**src/ddp_consts.svh**
```systemverilog
// Timing counts, reset values and command encodings for the channel logic
`ifndef DDP_CONSTS_SVH
`define DDP_CONSTS_SVH
`define DDP_CLK_MHZ    125
`define DDP_INIT_NS    200000
`define DDP_INIT_CYC   ((`DDP_INIT_NS * `DDP_CLK_MHZ + 999) / 1000)
`define DDP_TRAIN_CYC  64
`define DDP_WR_CYC     4'h8
`define DDP_CS_IDLE    4'hf
`define DDP_RCW_NOP    3'h7
`define DDP_RCW_ACT    3'h3
`define DDP_RCW_RD     3'h5
`define DDP_RCW_WR     3'h4
`define DDP_RCW_PRE    3'h2
`define DDP_RCW_REF    3'h1
`define DDP_RCW_MRS    3'h0
`define DDP_RCW_ZQ     3'h6
`endif

```
**src/ddp_pkg.sv**
```systemverilog
// Types shared by the dual channel memory pin interface
package ddp_pkg;
	typedef enum logic [2:0] {
		DDP_NOP = 3'h0,
		DDP_ACT = 3'h1,
		DDP_RD  = 3'h2,
		DDP_WR  = 3'h3,
		DDP_PRE = 3'h4,
		DDP_REF = 3'h5,
		DDP_MRS = 3'h6,
		DDP_ZQ  = 3'h7
	} ddp_cmd_e;
	typedef enum logic [3:0] {
		ST_INIT  = 4'h1,
		ST_TRAIN = 4'h2,
		ST_IDLE  = 4'h4,
		ST_SELF  = 4'h8
	} ddp_state_e;
endpackage

```
**src/ddp_top.sv**
```systemverilog
// Dual channel memory pin interface: channel logic and top level
`timescale 1ns/1ps
`default_nettype none
`include "ddp_consts.svh"
// Functional notes
// - Three bit bank select per channel
// - Command from strobes and write, chip-select qualified
// - Nine differential strobe pairs, crossing captures data
// - 64-bit data bus, driven only on writes
// - 16-bit address shared by row and column
// - Four clock pairs; commands change with falling edge
// - Per rank clock enable: init and power-down
// - Suspend moves all ranks into self-refresh
// - Active low select, only addressed rank asserted, all ranks at self-refresh entry
// - Four termination outputs per channel
// - Two identical independent channels A and B
// - Power-gated state holds all driven pin levels but the forwarded clocks
// - Power-gate exit skips training, resumes at once

// ----------------------------------------
// One memory channel
// ----------------------------------------
module ddp_chan import ddp_pkg::*; #(
	parameter int INIT_CYC  = `DDP_INIT_CYC,
	parameter int TRAIN_CYC = `DDP_TRAIN_CYC
) (
	input  wire logic        clk,
	input  wire logic        rst_n,
	input  wire logic        suspend,
	input  wire logic        gated,
	input  wire logic        req_valid,
	input  wire logic [2:0]  req_cmd,
	input  wire logic [1:0]  req_rank,
	input  wire logic [2:0]  req_bank,
	input  wire logic [15:0] req_addr,
	input  wire logic [63:0] req_wdata,
	input  wire logic [3:0]  rank_pwrdn,
	output logic             req_ready,
	output logic [63:0]      rd_data,
	output logic             rd_valid,
	output logic [2:0]       bank_sel,
	output logic [15:0]      mux_addr,
	output logic             row_strobe_n,
	output logic             col_strobe_n,
	output logic             write_cmd_n,
	output logic [3:0]       rank_sel_n,
	output logic [3:0]       rank_clk_en,
	output logic [3:0]       term_ctl,
	output logic [3:0]       mem_clk,
	output logic [3:0]       mem_clk_n,
	output logic [63:0]      dq_out,
	output logic             dq_oe,
	input  wire logic [63:0] dq_in,
	output logic [8:0]       dqs_out,
	output logic [8:0]       dqs_out_n,
	output logic [8:0]       dqs_oe,
	input  wire logic [8:0]  dqs_in,
	input  wire logic [8:0]  dqs_in_n
);
	function automatic logic [2:0] rcw(input logic [2:0] c);
		case (c)
			DDP_ACT: rcw = `DDP_RCW_ACT;
			DDP_RD:  rcw = `DDP_RCW_RD;
			DDP_WR:  rcw = `DDP_RCW_WR;
			DDP_PRE: rcw = `DDP_RCW_PRE;
			DDP_REF: rcw = `DDP_RCW_REF;
			DDP_MRS: rcw = `DDP_RCW_MRS;
			DDP_ZQ:  rcw = `DDP_RCW_ZQ;
			default: rcw = `DDP_RCW_NOP;
		endcase
	endfunction

	ddp_state_e  state_q;
	logic [15:0] cnt_q;
	logic        phase_q;
	logic [3:0]  wr_cnt_q;
	logic        strobe_q;
	logic        accept;
	logic        ce;
	logic        wr_busy;
	logic [63:0] dq_s1_q;
	logic [63:0] dq_s2_q;
	logic [7:0]  dqs_s1_q;
	logic [7:0]  dqs_s2_q;
	logic [7:0]  dqsn_s1_q;
	logic [7:0]  dqsn_s2_q;
	logic [7:0]  lvl_q;
	logic [7:0]  lvl_d;

	// Commands change only when the forwarded clock is about to fall
	assign ce      = phase_q & ~gated;
	assign wr_busy = wr_cnt_q != 4'h0;
	assign accept  = req_valid & req_ready;
	assign lvl_d   = dqs_s2_q & ~dqsn_s2_q;

	// ----------------------------------------
	// Forwarded clock
	// ----------------------------------------
	always_ff @(posedge clk or negedge rst_n) begin
		if (!rst_n) begin
			phase_q   <= 1'b0;
			mem_clk   <= 4'h0;
			mem_clk_n <= 4'hf;
		end else begin
			phase_q   <= ~phase_q;
			mem_clk   <= {4{~phase_q}};
			mem_clk_n <= {4{phase_q}};
		end
	end

	// ----------------------------------------
	// Sequencer
	// ----------------------------------------
	always_ff @(posedge clk or negedge rst_n) begin
		if (!rst_n) begin
			state_q <= ST_INIT;
			cnt_q   <= 16'h0;
		end else if (ce) begin
			case (state_q)
				ST_INIT: begin
					cnt_q <= cnt_q + 16'h1;
					if (cnt_q >= INIT_CYC[15:0]) begin
						state_q <= ST_TRAIN;
						cnt_q   <= 16'h0;
					end
				end
				ST_TRAIN: begin
					cnt_q <= cnt_q + 16'h1;
					if (cnt_q >= TRAIN_CYC[15:0])
						state_q <= ST_IDLE;
				end
				ST_IDLE: begin
					if (suspend && !wr_busy)
						state_q <= ST_SELF;
				end
				ST_SELF: begin
					cnt_q <= 16'h0;
					if (!suspend)
						state_q <= ST_TRAIN;
				end
				default: state_q <= ST_INIT;
			endcase
		end
	end

	always_ff @(posedge clk or negedge rst_n) begin
		if (!rst_n)
			req_ready <= 1'b0;
		else
			req_ready <= ~phase_q & ~gated & ~suspend & ~wr_busy &
				(state_q == ST_IDLE) & ~accept;
	end

	// ----------------------------------------
	// Command, address and clock enable pins
	// ----------------------------------------
	always_ff @(posedge clk or negedge rst_n) begin
		if (!rst_n) begin
			rank_sel_n   <= `DDP_CS_IDLE;
			{row_strobe_n, col_strobe_n, write_cmd_n} <= `DDP_RCW_NOP;
			bank_sel     <= 3'h0;
			mux_addr     <= 16'h0;
			rank_clk_en  <= 4'h0;
		end else if (ce) begin
			rank_sel_n <= `DDP_CS_IDLE;
			{row_strobe_n, col_strobe_n, write_cmd_n} <= `DDP_RCW_NOP;
			case (state_q)
				ST_INIT:  rank_clk_en <= {4{cnt_q >= INIT_CYC[15:0]}};
				ST_TRAIN: rank_clk_en <= 4'hf;
				ST_IDLE: begin
					rank_clk_en <= ~rank_pwrdn;
					if (suspend && !wr_busy) begin
						rank_sel_n  <= 4'h0;
						{row_strobe_n, col_strobe_n, write_cmd_n} <=
							`DDP_RCW_REF;
						rank_clk_en <= 4'h0;
					end else if (accept) begin
						rank_sel_n <= ~(4'h1 << req_rank);
						{row_strobe_n, col_strobe_n, write_cmd_n} <=
							rcw(req_cmd);
						bank_sel   <= req_bank;
						mux_addr   <= req_addr;
					end
				end
				ST_SELF:  rank_clk_en <= {4{~suspend}};
				default:  rank_clk_en <= 4'h0;
			endcase
		end
	end

	// ----------------------------------------
	// Write data, strobes and termination
	// ----------------------------------------
	always_ff @(posedge clk or negedge rst_n) begin
		if (!rst_n) begin
			wr_cnt_q  <= 4'h0;
			strobe_q  <= 1'b0;
			dq_out    <= 64'h0;
			dq_oe     <= 1'b0;
			dqs_out   <= 9'h0;
			dqs_out_n <= 9'h1ff;
			dqs_oe    <= 9'h0;
			term_ctl  <= 4'h0;
		end else if (!gated) begin
			if (accept && req_cmd == DDP_WR) begin
				wr_cnt_q <= `DDP_WR_CYC;
				dq_out   <= req_wdata;
				term_ctl <= 4'h1 << req_rank;
			end else if (wr_busy) begin
				wr_cnt_q <= wr_cnt_q - 4'h1;
			end else begin
				term_ctl <= 4'h0;
			end
			strobe_q  <= wr_busy & ~strobe_q;
			dq_oe     <= wr_busy;
			dqs_oe    <= {1'b0, {8{wr_busy}}};
			dqs_out   <= {1'b0, {8{strobe_q}}};
			dqs_out_n <= {1'b1, {8{~strobe_q}}};
		end
	end

	// ----------------------------------------
	// Read capture at strobe crossings
	// ----------------------------------------
	always_ff @(posedge clk or negedge rst_n) begin
		if (!rst_n) begin
			dq_s1_q   <= 64'h0;
			dq_s2_q   <= 64'h0;
			dqs_s1_q  <= 8'h0;
			dqs_s2_q  <= 8'h0;
			dqsn_s1_q <= 8'hff;
			dqsn_s2_q <= 8'hff;
			lvl_q     <= 8'h0;
		end else begin
			dq_s1_q   <= dq_in;
			dq_s2_q   <= dq_s1_q;
			dqs_s1_q  <= dqs_in[7:0];
			dqs_s2_q  <= dqs_s1_q;
			dqsn_s1_q <= dqs_in_n[7:0];
			dqsn_s2_q <= dqsn_s1_q;
			lvl_q     <= lvl_d;
		end
	end

	genvar g;
	generate
		for (g = 0; g < 8; g++) begin : g_lane
			always_ff @(posedge clk or negedge rst_n) begin
				if (!rst_n)
					rd_data[g*8 +: 8] <= 8'h0;
				else if (!dq_oe && lvl_d[g] != lvl_q[g])
					rd_data[g*8 +: 8] <= dq_s2_q[g*8 +: 8];
			end
		end
	endgenerate

	always_ff @(posedge clk or negedge rst_n) begin
		if (!rst_n)
			rd_valid <= 1'b0;
		else
			rd_valid <= ~dq_oe & (lvl_d[0] != lvl_q[0]);
	end
endmodule

// ----------------------------------------
// Top level: reset release and two channels
// ----------------------------------------
module ddp_top import ddp_pkg::*; #(
	parameter int INIT_CYC  = `DDP_INIT_CYC,
	parameter int TRAIN_CYC = `DDP_TRAIN_CYC
) (
	input  wire logic        CORE_CLK,
	input  wire logic        ARST_N,
	input  wire logic        SUSPEND_TO_RAM,
	input  wire logic        IO_POWER_GATED_STATE,
	input  wire logic [1:0]  REQ_VALID,
	input  wire logic [5:0]  REQ_CMD,
	input  wire logic [3:0]  REQ_RANK,
	input  wire logic [5:0]  REQ_BANK,
	input  wire logic [31:0] REQ_ADDR,
	input  wire logic [127:0] REQ_WDATA,
	input  wire logic [7:0]  RANK_PWRDN,
	output logic [1:0]       REQ_READY,
	output logic [127:0]     RD_DATA,
	output logic [1:0]       RD_VALID,
	output logic [2:0]       CHAN_A_BANK_SEL,
	output logic [15:0]      CHAN_A_MUX_ADDR,
	output logic             CHAN_A_ROW_STROBE_N,
	output logic             CHAN_A_COL_STROBE_N,
	output logic             CHAN_A_WRITE_CMD_N,
	output logic [3:0]       CHAN_A_RANK_SEL_N,
	output logic [3:0]       CHAN_A_RANK_CLK_EN,
	output logic [3:0]       CHAN_A_TERM_CTL,
	output logic [3:0]       CHAN_A_MEM_CLK,
	output logic [3:0]       CHAN_A_MEM_CLK_N,
	output logic [63:0]      CHAN_A_DATA_BUS_O,
	output logic             CHAN_A_DATA_BUS_OE,
	input  wire logic [63:0] CHAN_A_DATA_BUS_I,
	output logic [8:0]       CHAN_A_DATA_STROBE_O,
	output logic [8:0]       CHAN_A_DATA_STROBE_N_O,
	output logic [8:0]       CHAN_A_DATA_STROBE_OE,
	input  wire logic [8:0]  CHAN_A_DATA_STROBE_I,
	input  wire logic [8:0]  CHAN_A_DATA_STROBE_N_I,
	output logic [2:0]       CHAN_B_BANK_SEL,
	output logic [15:0]      CHAN_B_MUX_ADDR,
	output logic             CHAN_B_ROW_STROBE_N,
	output logic             CHAN_B_COL_STROBE_N,
	output logic             CHAN_B_WRITE_CMD_N,
	output logic [3:0]       CHAN_B_RANK_SEL_N,
	output logic [3:0]       CHAN_B_RANK_CLK_EN,
	output logic [3:0]       CHAN_B_TERM_CTL,
	output logic [3:0]       CHAN_B_MEM_CLK,
	output logic [3:0]       CHAN_B_MEM_CLK_N,
	output logic [63:0]      CHAN_B_DATA_BUS_O,
	output logic             CHAN_B_DATA_BUS_OE,
	input  wire logic [63:0] CHAN_B_DATA_BUS_I,
	output logic [8:0]       CHAN_B_DATA_STROBE_O,
	output logic [8:0]       CHAN_B_DATA_STROBE_N_O,
	output logic [8:0]       CHAN_B_DATA_STROBE_OE,
	input  wire logic [8:0]  CHAN_B_DATA_STROBE_I,
	input  wire logic [8:0]  CHAN_B_DATA_STROBE_N_I
);
	logic [1:0] rst_sync_q;

	always_ff @(posedge CORE_CLK or negedge ARST_N) begin
		if (!ARST_N)
			rst_sync_q <= 2'b00;
		else
			rst_sync_q <= {rst_sync_q[0], 1'b1};
	end

	ddp_chan #(.INIT_CYC(INIT_CYC), .TRAIN_CYC(TRAIN_CYC)) u_chan_a (
		.clk(CORE_CLK), .rst_n(rst_sync_q[1]),
		.suspend(SUSPEND_TO_RAM), .gated(IO_POWER_GATED_STATE),
		.req_valid(REQ_VALID[0]), .req_cmd(REQ_CMD[2:0]),
		.req_rank(REQ_RANK[1:0]), .req_bank(REQ_BANK[2:0]),
		.req_addr(REQ_ADDR[15:0]), .req_wdata(REQ_WDATA[63:0]),
		.rank_pwrdn(RANK_PWRDN[3:0]), .req_ready(REQ_READY[0]),
		.rd_data(RD_DATA[63:0]), .rd_valid(RD_VALID[0]),
		.bank_sel(CHAN_A_BANK_SEL), .mux_addr(CHAN_A_MUX_ADDR),
		.row_strobe_n(CHAN_A_ROW_STROBE_N),
		.col_strobe_n(CHAN_A_COL_STROBE_N),
		.write_cmd_n(CHAN_A_WRITE_CMD_N),
		.rank_sel_n(CHAN_A_RANK_SEL_N), .rank_clk_en(CHAN_A_RANK_CLK_EN),
		.term_ctl(CHAN_A_TERM_CTL), .mem_clk(CHAN_A_MEM_CLK),
		.mem_clk_n(CHAN_A_MEM_CLK_N), .dq_out(CHAN_A_DATA_BUS_O),
		.dq_oe(CHAN_A_DATA_BUS_OE), .dq_in(CHAN_A_DATA_BUS_I),
		.dqs_out(CHAN_A_DATA_STROBE_O), .dqs_out_n(CHAN_A_DATA_STROBE_N_O),
		.dqs_oe(CHAN_A_DATA_STROBE_OE), .dqs_in(CHAN_A_DATA_STROBE_I),
		.dqs_in_n(CHAN_A_DATA_STROBE_N_I)
	);

	ddp_chan #(.INIT_CYC(INIT_CYC), .TRAIN_CYC(TRAIN_CYC)) u_chan_b (
		.clk(CORE_CLK), .rst_n(rst_sync_q[1]),
		.suspend(SUSPEND_TO_RAM), .gated(IO_POWER_GATED_STATE),
		.req_valid(REQ_VALID[1]), .req_cmd(REQ_CMD[5:3]),
		.req_rank(REQ_RANK[3:2]), .req_bank(REQ_BANK[5:3]),
		.req_addr(REQ_ADDR[31:16]), .req_wdata(REQ_WDATA[127:64]),
		.rank_pwrdn(RANK_PWRDN[7:4]), .req_ready(REQ_READY[1]),
		.rd_data(RD_DATA[127:64]), .rd_valid(RD_VALID[1]),
		.bank_sel(CHAN_B_BANK_SEL), .mux_addr(CHAN_B_MUX_ADDR),
		.row_strobe_n(CHAN_B_ROW_STROBE_N),
		.col_strobe_n(CHAN_B_COL_STROBE_N),
		.write_cmd_n(CHAN_B_WRITE_CMD_N),
		.rank_sel_n(CHAN_B_RANK_SEL_N), .rank_clk_en(CHAN_B_RANK_CLK_EN),
		.term_ctl(CHAN_B_TERM_CTL), .mem_clk(CHAN_B_MEM_CLK),
		.mem_clk_n(CHAN_B_MEM_CLK_N), .dq_out(CHAN_B_DATA_BUS_O),
		.dq_oe(CHAN_B_DATA_BUS_OE), .dq_in(CHAN_B_DATA_BUS_I),
		.dqs_out(CHAN_B_DATA_STROBE_O), .dqs_out_n(CHAN_B_DATA_STROBE_N_O),
		.dqs_oe(CHAN_B_DATA_STROBE_OE), .dqs_in(CHAN_B_DATA_STROBE_I),
		.dqs_in_n(CHAN_B_DATA_STROBE_N_I)
	);
endmodule
`default_nettype wire

```
**config.mk**
```make
export PLATFORM = sky130hd
export DESIGN_NAME = ddp_top
export DESIGN_NICKNAME = d
export VERILOG_FILES = /design/src/ddp_pkg.sv /design/src/ddp_top.sv
export VERILOG_INCLUDE_DIRS = /design/src
export SDC_FILE = /design/constraint.sdc
export NUM_CORES = 1
export LEC_CHECK = 0
export ABC_AREA = 1
export BUFFER_PORTS_ARGS = -buffer_cell sky130_fd_sc_hd__buf_2
export CAP_MARGIN = 20
export CORE_AREA = 8 8 287 289
export DETAILED_ROUTE_END_ITERATION = 10
export DIE_AREA = 0 0 295 297
export GPL_TIMING_DRIVEN = 0
export PLACE_DENSITY = 0.66
export SLEW_MARGIN = 25
export SYNTH_ARGS = -nofsm -noshare
export SYNTH_HDL_FRONTEND = slang
export SYNTH_SLANG_ARGS = --single-unit
```
**constraint.sdc**
```tcl
create_clock -name CORE_CLK -period 33.1 [get_ports CORE_CLK]
set_input_delay 6.62 -clock CORE_CLK [delete_from_list [all_inputs] [get_ports CORE_CLK]]
set_output_delay 6.62 -clock CORE_CLK [all_outputs]
set_load 0.01 [all_outputs]
```
* Word-level counts from Yosys, hierarchy flattened *
Index checks and enable logic that the tools add are counted.

storage, ports and cells
  register bits after elaboration = 730
  latch bits = 0
  RAM bits = 0
  ROM bits = 0
  bits of input ports = 354
  output and inout bits = 400
  word-level logic and storage cells = 266
  memories kept = 0

cells by class
  add/subtract/negate cells = 4
  multipliers = 0
  divide/modulo/power cells = 0
  magnitude comparators = 4
  eq/ne operators = 48
  shift operators = 2
  mux-type cells = 51
  bitwise logic cells = 40
  reduce and logical (&&, ||, !) cells = 42

operator list
  kind                                                                  number
  case mux 16 bit (3 select lines)                                      2
  2-to-1 mux 4 bit                                                      23
  case mux 4 bit (4 select lines)                                       4
  case mux 3 bit (7 select lines)                                       2
  adder 16 x 1 -> 16 bit (second input constant)                        2
  greater-or-equal comparator 16 x 15 -> 1 bit (second input constant)  2
  greater-or-equal comparator 16 x 7 -> 1 bit (second input constant)   2
  2-to-1 mux 16 bit                                                     2
  equality test 3 bit (second input constant)                           8
  logical AND 1 bit                                                     20
  AND 1 bit                                                             18
  2-to-1 mux 1 bit                                                      18
  AND 8 bit                                                             2
  != test 1 bit                                                         16
  NOT 4 bit                                                             4
  NOT 8 bit                                                             2
  AND reduction 2 bit                                                   8
  NOT 1 bit                                                             14
  equality test 3 x 2 -> 1 bit (second input constant)                  4
  != test 2 x 1 -> 1 bit (second input constant)                        6
  AND reduction 5 bit                                                   2
  equality test 4 x 1 -> 1 bit (second input constant)                  2
  equality test 4 x 2 -> 1 bit (second input constant)                  2
  equality test 4 x 3 -> 1 bit (second input constant)                  2
  other kinds (10)                                                      24

* Logic depth before layout (Yosys ltp) *
Gate-level depths: netlist (run 1).

  depth in word-level cells = 6
  gate-level depth with buffers = 12
  mapped depth without buffers = 11

* Hierarchy *
A second synthesis (run 1) with hierarchy kept.

unflattened totals
  cells, all modules = 2195
  area, all modules = 25622.1 um^2

modules (own cells, without submodules)
  module                times used  cells an instance  area each (um^2)  sequential area each (um^2)
  ddp_chan at u_chan_b  1           1090               12801.0           9091.2
  ddp_chan at u_chan_a  1           1102               12767.2           9091.2
  ddp_top               1           3                  53.8              50.0

* Worst setup path after synthesis (run 1) *
Ideal clock, no wire load.

  path kind = in2reg
  start = in REQ_VALID[1]
  end = reg u_chan_b.dq_out[10]
  library setup time = 0.125 ns
  arrival = 7.565 ns
  data required time = 32.975 ns
  path slack = 25.410 ns
  stages on the path = 5
  buffers on the path = 1
  path through = nand2_2 nor3_4 nand2_4 buf_6 mux2_4

between the ends
  longest elaborated chain between the ends = 3

RTL lines
  element                        RTL line        text
  start, declared                ddp_top.sv:276  input wire logic [1:0] REQ_VALID,
  AND 1 bit                      ddp_top.sv:93   assign accept = req_valid & req_ready;
  logical AND 1 bit              ddp_top.sv:205  if (accept && req_cmd == DDP_WR) begin
  AND reduction 2 bit (no line)  --
  end signal, assigned           ddp_top.sv:207  dq_out <= req_wdata;
  end, declared                  ddp_top.sv:51   output logic [63:0] dq_out,

Every way passes these cells.
A chain may end at the register's enable or synchronous reset.

* Final worst setup path (run 1) *
  start = reg u_chan_b.dqs_out[0] (netlist name)
  end = out CHAN_B_DATA_STROBE_O[3]

RTL lines
  element        RTL line        text
  end, declared  ddp_top.sv:317  output logic [8:0] CHAN_B_DATA_STROBE_O,

No word-level cell between the ends.

==> metrics.txt, run 1 <==
Post-synth ARST share 100%; Mapped Area 25900 um2; CP max FO 9; outcome complete, no violations; Avg WL per Cell 18.1 um; crit-path max cell delay approximately 650 ps; critical path class register to output port; Finished Core Util approximately 44%; die height 297 um; Fin. Hold Viols 0; initial antenna violation count 26; RSZ-0062 raised after global routing false; PnR worst setup slack roughly 25000 ps; Cell Int Power around 1.7 mW; fin. max-slew vios 0; routed vias around 17000; post-synth cell types 37; core area slightly below 80000 um2; global route overflow 0; setup TNS 0 ps; routability cong. 0.853; first-pass GRT wire length ~110000 um; Worst-path clk slew 60 ps; total placed instance area 31300 um2; Max-cap violations 0; post-CTS setup buffers 0; Reg power frac 44.6%; Inserted Clock Buffers 78; Clk pwr share between 30 and 40%; Slowest cell on crit path dfrtp_1; count leader, synth dfrtp_1; Synth Warn # 0; Post-synth EDFFs 0; vias in the first global route 17700; final setup fails 0; top cells by instance count after synthesis dfrtp_1, nand2_1, mux2_2; H-tree depth 3; Area contributors post-synth dfrtp_1, mux2_2, dfstp_2; PortBufs about 740; post-synth top area share ~65%; Vias/cell approximately 4.3; Iteration-0 DRC Markers between 700 and 800; Top Ports 754; syn_area_per_cell 13.5 um2; buffer depth of the longest clock path 3; Logic pwr share around 18%; leakage about 18 nW; period utilization around 25%; maximum clock frequency approximately 0.12 GHz; VDD IR max ~52 uV; DRC viols 0; root buffer cell clkbuf_16; CTS tree built; switching fraction of total power 28.2%; num rows 103; dominant cell type by area after synthesis dfrtp_1; layout cells sized above 1 between 40% and 50%; #FFs+latches synth ~730; Power per Cell Area between 70 and 80 nW/um2; top_reg_cell synth dfrtp_1; full die area ~88000 um2; Required @ worst endpoint 26480 ps; Final #Nets around 3100; Layout Area Growth over Synthesis 31.7%; sequential share of the synthesized area a little over two thirds; Max-slew headroom 53.6%; HP Class register to register; Hold Buf Count CTS 0; Critical Path, Cell by Cell buf_4, buf_2; dpl hpwl roughly 54000 um; pin count of the biggest net entering global routing 56; Die Wd approximately 300 um; clk sinks 726; Worst setup EP type output port; DRT Pass-1 Iters 5; DRT antenna net count 0; CTS resizes 0; Clock Skew about 33 ps; Starting Density roughly a third; overall routing resource usage 15.7%; Least-Margin Pin Slew roughly 700 ps; Synth Instances roughly 1900; critical path startpoint category register; Total Wirelength 70300 um; pre-CTS setup slack ~25000 ps; minimum clock period between 8000 and 9000 ps; WP data arrival approximately 1600 ps; latest clock arrival within the worst-skew pair approximately 610 ps; Sw Pwr 686 uW; fin area 34000 um2
sequential cells by signal, summed over array words and instances, names as in the netlist, 16 cells and up:
register	flops
u_chan_a.cnt_q	16
u_chan_a.dq_out	64
u_chan_a.dq_s1_q	64
u_chan_a.dq_s2_q	64
u_chan_a.mux_addr	16
u_chan_a.rd_data	64
u_chan_b.cnt_q	16
u_chan_b.dq_out	64
u_chan_b.dq_s1_q	64
u_chan_b.dq_s2_q	64
u_chan_b.mux_addr	16
u_chan_b.rd_data	64
metal layers:
layer | vias up | wire length [um] | GRT usage [%]
li1 | 7824 | - | -
met1 | 8178 | 26500 | 17.9
met2 | 495 | 36000 | 27.4
met3 | 129 | 5520 | 5.17
met4 | 10 | 2140 | 5.67
met5 | - | 57 | 0
path summary, 6_finish.rpt:
check	slack [ps]	cells past startpoint	endpoint	start
max	24900	2	CHAN_B_DATA_STROBE_O[3]	u_chan_b.dqs_out[0]
min	340	0	u_chan_b.dq_s2_q[59]	u_chan_b.dq_s1_q[59]
max reg2reg	30480	6	u_chan_b.rank_sel_n[1]	rst_sync_q[1]
min reg2reg	340	0	u_chan_b.dq_s2_q[59]	u_chan_b.dq_s1_q[59]
max in group asynchronous	27210	1	rst_sync_q[1]	ARST_N
min in group asynchronous	350	0	u_chan_b.dq_s1_q[3]	rst_sync_q[1]
metrics by stage:
| stage | power [mW] | cells | hold WS [ps] |
|---|---|---|---|
| floorplan | 1.34 | 1923 | 331 |
| global placement | 1.53 | 3716 | 331 |
| detailed placement | 1.55 | 3730 | 335 |
| CTS | 2.47 | 3874 | 332 |
| global route | 2.56 | 3885 | 339 |
| finish | 2.44 | 3889 | 337 |
cells by family after synthesis:
group           Yosys count  share of synthesized area (%)
compound gates           85                           1.76
other cells               2                         0.0291
mux                     240                           11.5
simple gates            617                           10.7
xor+xnor                  1                         0.0339
buf+inv                 239                           5.05
flops                   726                           70.5
fa+ha+maj                 8                          0.387
power groups by stage:
| stage | sequential [mW] | clock, mW | combinational, mW |
|---|---|---|---|
| 2_1_floorplan | 1.14 | 0 | 0.200 |
| 3_3_place_gp | 1.12 | 0 | 0.418 |
| 3_5_place_dp | 1.10 | 0 | 0.447 |
| 4_1_cts | 1.09 | 0.938 | 0.448 |
| 5_1_grt | 1.10 | 0.976 | 0.482 |
| 6_report | 1.09 | 0.910 | 0.438 |
final cells by class:
cell class                      instances  area [um2]
Clock inverter                         37         568
Tap cell                             1050        1310
Antenna cell                           15        37.5
Clock buffer                          107        2160
Inverter                              141         532
Buffer                                 98         774
Timing Repair Buffer                  757        4090
Fill cell                            7206       43900
Sequential cell                       726       18200
Multi-Input combinational cell        958        6330
layout by cell type, fill, tap and decap left out, types with 3 or more instances in the layout:
cell type	synthesis	layout
clkbuf_8	0	10
o22ai_1	11	11
inv_2	13	13
bufinv_16	0	10
inv_1	125	125
mux2_2	169	169
clkinv_2	0	12
clkinvlp_4	0	3
buf_2	4	747
buf_4	71	71
inv_6	0	3
dfrtp_1	674	673
nand3_1	71	71
or2_2	16	16
clkbuf_1	5	24
clkinv_4	0	3
nor3_1	8	8
diode_2	0	15
nor2_1	99	99
o21ai_0	43	43
a21oi_1	23	23
conb_1	2	7
nand3_2	21	21
mux2_4	70	70
nor3_4	4	4
buf_16	0	12
nand2_2	6	6
o21bai_1	4	4
ha_1	8	8
nand4_1	7	7
clkbuf_16	0	78
nand3b_1	15	15
dfstp_2	52	52
buf_6	18	18
nor2_2	6	6
nand2_1	359	359
critical path: cells and delay by family, from the launching register on:
kind / cells / cell delay (ps)
buffers and inverters: 2 / 310
flip-flops: 1 / 650
Note: power is estimated with default switching activity, not from simulation.
==> run 2, diff against run 1 <==
==> constraint.sdc (replaced) <==
create_clock -name CORE_CLK -period 7.9 [get_ports CORE_CLK]
set_input_delay 1.58 -clock CORE_CLK [delete_from_list [all_inputs] [get_ports CORE_CLK]]
set_output_delay 1.58 -clock CORE_CLK [all_outputs]
set_load 0.01 [all_outputs]
==> run 2 against run 1 <==
  * Flip-flop and latch count unchanged
  * First-iteration DRC count rose by 3.3%
  * Sequential power increased to 4.2 times the previous value
  * Register-to-register slack lost 26000 ps
  * Combinational power rose to 4.2 times the previous value
  * Global-route usage shrank 0.17 points
  * Critical path type unchanged
  * Critical endpoint is now CHAN_B_DATA_STROBE_O[7]
  * Largest cell class unchanged
  * Highest routed layer unchanged
==> metrics.txt, run 2 (synthesis results as in run 1) <==
initial antenna violation count 16 (was 26); Die Wd 295 um (unchanged); post-CTS setup buffers 0 (unchanged); Least-Margin Pin Slew 810 ps (was 696 ps); routed vias 16500 (was 16600); DRT Pass-1 Iters 5 (unchanged); CTS resizes 0 (unchanged); Reg power frac 45.1% (was 44.6%); layout cells sized above 1 47.4% (about the same); RSZ-0062 raised after global routing false (unchanged); Hold Buf Count CTS 0 (unchanged); outcome complete, no violations (unchanged); DRT antenna net count 0 (unchanged); fin. max-slew vios 0 (unchanged); Max-slew headroom 45.4% (was 53.6%); setup slack, reg-to-reg 4940 ps (was 30480 ps); Starting Density 33.2% (unchanged); Cell Int Power 7.23 mW (was 1.75 mW); Fin. Hold Viols 0 (unchanged); Iteration-0 DRC Markers 754 (was 730); Final #Nets 3123 (was 3122); leakage 18.0 nW (about the same); Layout Area Growth over Synthesis 31.5% (was 31.7%); Logic pwr share 18.2% (was 18.0%); switching fraction of total power 28.4% (was 28.2%); Slowest cell on crit path dfrtp_1 (unchanged); PnR worst setup slack 4650 ps (was 24900 ps); period utilization between 40% and 50%; crit-path max cell delay 740 ps (was 650 ps); Finished Core Util 43.6% (was 43.7%); pre-CTS setup slack 4740 ps (was 24820 ps); H-tree depth 3 (unchanged); die height 297 um (unchanged); Max-cap violations 0 (unchanged); Clock Skew 47.1 ps (was 33.3 ps); dpl hpwl 54100 um (about the same); routability cong. 0.834 (was 0.853); most frequent cells in the layout buf_2, dfrtp_1, nand2_1, mux2_2, inv_1 (unchanged); VDD IR max 218 uV (was 52.2 uV); Inserted Clock Buffers 77 (was 78); WP data arrival 1670 ps (was 1580 ps); Avg WL per Cell 17.9 um (was 18.1 um); r2r endpoint u_chan_b.write_cmd_n (was u_chan_b.rank_sel_n[1]); DRC viols 0 (unchanged); clk sinks 726 (unchanged); Worst setup EP type output port (unchanged); overall routing resource usage 15.6% (was 15.7%); core area 78000 um2 (unchanged); Power per Cell Area 297 nW/um2 (was 71.5 nW/um2); Worst-path clk slew 60 ps (about the same); Sw Pwr 2.87 mW (was 686 uW); buffer depth of the longest clock path 3 (unchanged); CP max FO 10 (was 9); Total Wirelength 69500 um (was 70300 um); reg2reg start rst_sync_q[1] (unchanged); CTS tree built (unchanged); critical path startpoint category register (unchanged); HP Class register to async pin (was register to register); fin area 34000 um2 (about the same); Clk pwr share 36.7% (was 37.4%); root buffer cell clkbuf_16 (unchanged); first-pass GRT wire length 105000 um (was 106000 um); PortBufs 743 (unchanged); FF-to-FF path depth 8 (was 6); global route overflow 0 (unchanged); critical path class register to output port (unchanged); Top Ports 754 (unchanged); latest clock arrival within the worst-skew pair 630 ps (was 610 ps); setup TNS 0 ps (unchanged); Required @ worst endpoint 6320 ps (was 26480 ps); vias in the first global route 17200 (was 17700); commonest non-fill, non-tap cell in the layout buf_2 (unchanged); full die area 87600 um2 (unchanged); minimum clock period 3250 ps; num rows 103 (unchanged); maximum clock frequency slightly above 0.3 GHz; final setup fails 0 (unchanged); Critical Path, Cell by Cell buf_4, buf_2 (unchanged); pin count of the biggest net entering global routing 56 (unchanged); Vias/cell 4.23 (was 4.28); fillers 7153 (was 7206); total placed instance area 31300 um2 (about the same)
-- run 2: cell count changes in the layout (fill, tap and decap cells not counted) --
| cell | change |
|---|---|
| clkinv_2 | -2 |
| diode_2 | -4 |
| buf_16 | -3 |
| inv_16 | -2 |
| clkinvlp_4 | -3 |
| clkbuf_8 | +8 |
| clkbuf_16 | -1 |
| clkbuf_1 | +1 |
| bufinv_16 | -5 |
| buf_12 | +5 |
| clkinv_16 | +3 |
-- run 2: how the worst max path moves through the flow --
stage / to / start
after floorplan: u_chan_a.bank_sel[0] / rst_sync_q[1]
after global placement: u_chan_b.dq_out[45] / rst_sync_q[1]
after detailed placement: u_chan_a.mux_addr[7] / IO_POWER_GATED_STATE
after CTS: CHAN_A_DATA_STROBE_N_O[1] / u_chan_a.dqs_out_n[0]
after global routing: u_chan_b.write_cmd_n / rst_sync_q[1]
final: CHAN_B_DATA_STROBE_O[7] / u_chan_b.dqs_out[0]
-- run 2: power by group through the flow --
stage | Combinational (mW) | Sequential (mW) | Clock [mW]
CTS | 1.88 | 4.56 | 3.83
floorplan | 0.838 | 4.76 | 0
global route | 2.03 | 4.63 | 3.97
detailed placement | 1.87 | 4.62 | 0
finish | 1.83 | 4.55 | 3.71
global placement | 1.75 | 4.66 | 0
-- run 2: worst max-delay path, delay by kind of cell (launching register included) --
kind                   cells  cell delay [ps]
flip-flops                 1              740
buffers and inverters      2              330
-- run 2: cell type report --
class	instances	area (um2)	area share [%]
sequential	726	18200	53.6
multi-input combinational	958	6330	18.6
timing repair buffer	759	4110	12.1
clock buffer	115	2250	6.62
tap	1050	1310	3.86
buffer	98	774	2.28
inverter	141	532	1.56
clock inverter	28	435	1.28
antenna	11	27.5	0.0809
-- run 2: per-layer routing --
| layer | part of all wire, % | vias to the layer above | track usage [%] |
|---|---|---|---|
| met4 | 2.7 | 4 | 5.89 |
| met3 | 6.6 | 113 | 4.23 |
| li1 | - | 7828 | - |
| met5 | 0.039 | - | 0 |
| met2 | 51 | 458 | 26.7 |
| met1 | 40 | 8053 | 18.5 |
-- run 2: stage by stage --
stage / hold slack [ps] / instances / power, mW
2_1_floorplan: 331 / 1923 / 5.60
3_3_place_gp: 331 / 3716 / 6.42
3_5_place_dp: 309 / 3732 / 6.49
4_1_cts: 312 / 3875 / 10.3
5_1_grt: 339 / 3884 / 10.6
6_report: 295 / 3886 / 10.1
==> run 3, diff against run 2 <==
==> constraint.sdc (replaced) <==
create_clock -name CORE_CLK -period 3.35 [get_ports CORE_CLK]
set_input_delay 0.67 -clock CORE_CLK [delete_from_list [all_inputs] [get_ports CORE_CLK]]
set_output_delay 0.67 -clock CORE_CLK [all_outputs]
set_load 0.01 [all_outputs]
==> run 3 against run 2 <==
  * Via count grew 0.35%
  * Sequential power is 140% higher
  * Clock skew down 2.1 ps
  * Die area did not move
  * Combinational power up 140%
  * Power grew 140%
  * Critical endpoint is now u_chan_b.write_cmd_n
==> metrics.txt, run 3 (synthesis results as in run 1) <==
outcome complete, no violations (unchanged); Max-cap violations 0 (unchanged); switching fraction of total power 28.4% (about the same); Layout Area Growth over Synthesis 31.7% (was 31.5%); Worst setup EP type async pin (was output port); HP Class input port to register (was register to async pin); commonest non-fill, non-tap cell in the layout buf_2 (unchanged); Clk pwr share 36.7% (about the same); pin count of the biggest net entering global routing 56 (unchanged); pre-CTS setup slack 268 ps (was 4740 ps); routability cong. 0.834 (unchanged); Vias/cell 4.25 (was 4.23); Reg power frac 45.1% (about the same); dpl hpwl 54100 um (unchanged); Starting Density 33.2% (unchanged); Top Ports 754 (unchanged); minimum clock period 2840 ps; Die Wd 295 um (unchanged); most frequent cells in the layout buf_2, dfrtp_1, nand2_1, mux2_2, inv_1 (unchanged); layout cells sized above 1 47.4% (about the same); Fin. Hold Viols 0 (unchanged); Max-slew headroom 45.4% (about the same); PnR worst setup slack 514 ps (was 4650 ps); root buffer cell clkbuf_16 (unchanged); DRT Pass-1 Iters 5 (unchanged); overall routing resource usage 15.6% (unchanged); die height 297 um (unchanged); Required @ worst endpoint 4060 ps (was 6320 ps); leakage 18.0 nW (about the same); PortBufs 743 (unchanged); first-pass GRT wire length 105000 um (about the same); num rows 103 (unchanged); Sw Pwr 6.76 mW (was 2.87 mW); CTS tree built (unchanged); Iteration-0 DRC Markers 740 (was 754); final setup fails 0 (unchanged); full die area 87600 um2 (unchanged); maximum clock frequency ~0.35 GHz; Logic pwr share 18.2% (about the same); Inserted Clock Buffers 77 (unchanged); latest clock arrival within the worst-skew pair 620 ps (was 630 ps); DRT antenna net count 0 (unchanged); buffer depth of the longest clock path 3 (unchanged); clk sinks 726 (unchanged); Least-Margin Pin Slew 810 ps (about the same); period utilization about 85%; Finished Core Util 43.7% (was 43.6%); fin. max-slew vios 0 (unchanged); H-tree depth 3 (unchanged); Worst-path clk slew 60 ps (about the same); CP max FO 54 (was 10); critical path class register to async pin (was register to output port); Clock Skew 45.1 ps (was 47.1 ps); global route overflow 0 (unchanged); Avg WL per Cell 17.9 um (about the same); DRC viols 0 (unchanged); Final #Nets 3125 (was 3123); critical path startpoint category register (unchanged); VDD IR max 515 uV (was 218 uV); Power per Cell Area 699 nW/um2 (was 297 nW/um2); Total Wirelength 69600 um (was 69500 um); initial antenna violation count 16 (unchanged); routed vias 16500 (about the same); vias in the first global route 17200 (about the same); RSZ-0062 raised after global routing false (unchanged); Cell Int Power 17.0 mW (was 7.23 mW); WP data arrival 3540 ps (was 1670 ps); core area 78000 um2 (unchanged)
-- run 3: cell count changes in the layout (fill, tap and decap cells not counted), sizes merged --
cell,delta
clkbuf,+1
dlygate4sd3,+1
-- run 3: layer usage --
layer  global-route usage [%]  wire [um]  vias up  share of wire, %
li1                         -          -     7830                 -
met1                     18.5      27700     8086                40
met2                     26.7      35300      483                51
met3                     4.23       4680      110               6.7
met4                     5.89       1880        4               2.7
met5                        0         27        -             0.039
-- run 3: power groups by stage --
stage / registers [mW] / logic [mW] / clock network (mW)
after floorplan: 11.2 / 1.98 / 0
after global placement: 11.0 / 4.14 / 0
after detailed placement: 10.9 / 4.42 / 0
after CTS: 10.8 / 4.44 / 9.03
after global routing: 10.9 / 4.79 / 9.35
final: 10.7 / 4.33 / 8.74
-- run 3: worst paths after layout --
check / from / endpoint / slack, ps / depth (start not counted)
hold reg to reg: rst_sync_q[1] / u_chan_b.dq_s2_q[51] / 220 / 0
setup reg to reg: rst_sync_q[1] / u_chan_b.write_cmd_n / 510 / 8
setup / recovery: rst_sync_q[1] / u_chan_b.write_cmd_n / 510 / 8
min in group asynchronous: rst_sync_q[1] / u_chan_b.dq_s2_q[51] / 220 / 0
max in group CORE_CLK: u_chan_b.dqs_out[0] / CHAN_B_DATA_STROBE_O[7] / 1010 / 2
hold / removal: CHAN_A_DATA_BUS_I[51] / u_chan_a.dq_s1_q[51] / 140 / 1
-- run 3: worst max-delay path: stages (launching register included) --
cell     delay [ps]
dfrtp_4         610
buf_16          280
buf_16          290
buf_12          260
buf_12          240
buf_12          260
buf_16          260
buf_16          280
buf_16          290
-- run 3: area by class of cell --
| type | instances | area [um2] |
|---|---|---|
| diodes | 11 | 27.5 |
| plain buffers | 98 | 774 |
| clock buffers | 115 | 2250 |
| clock inverters | 28 | 435 |
| fillers | 7147 | 43900 |
| inverters | 141 | 532 |
| multi-input cells | 958 | 6330 |
| flip-flops and latches | 726 | 18200 |
| well taps | 1050 | 1310 |
| repair buffers | 761 | 4140 |
-- run 3: metrics by stage --
stage / power, mW / hold slack [ps] / cell area [um2] / std cells / setup TNS [ps]
after global placement: 15.1 / 331 / 30900 / 3716 / -4330230
final: 23.8 / 144 / 34000 / 3888 / 0
after global routing: 25.1 / 98.1 / 34000 / 3886 / 0
after floorplan: 13.2 / 331 / 25900 / 1923 / -2531160
after detailed placement: 15.3 / 309 / 31300 / 3732 / 0
after CTS: 24.2 / 82.1 / 34000 / 3876 / 0
-- run 3: repair_timing --
action | CTS | global route
buffers inserted | 0 | 1
setup endpoints to repair | 0 | 11
endpoints found under the hold margin | 2 | 0
gates resized for setup | 0 | 0
hold buffers | 1 | 0
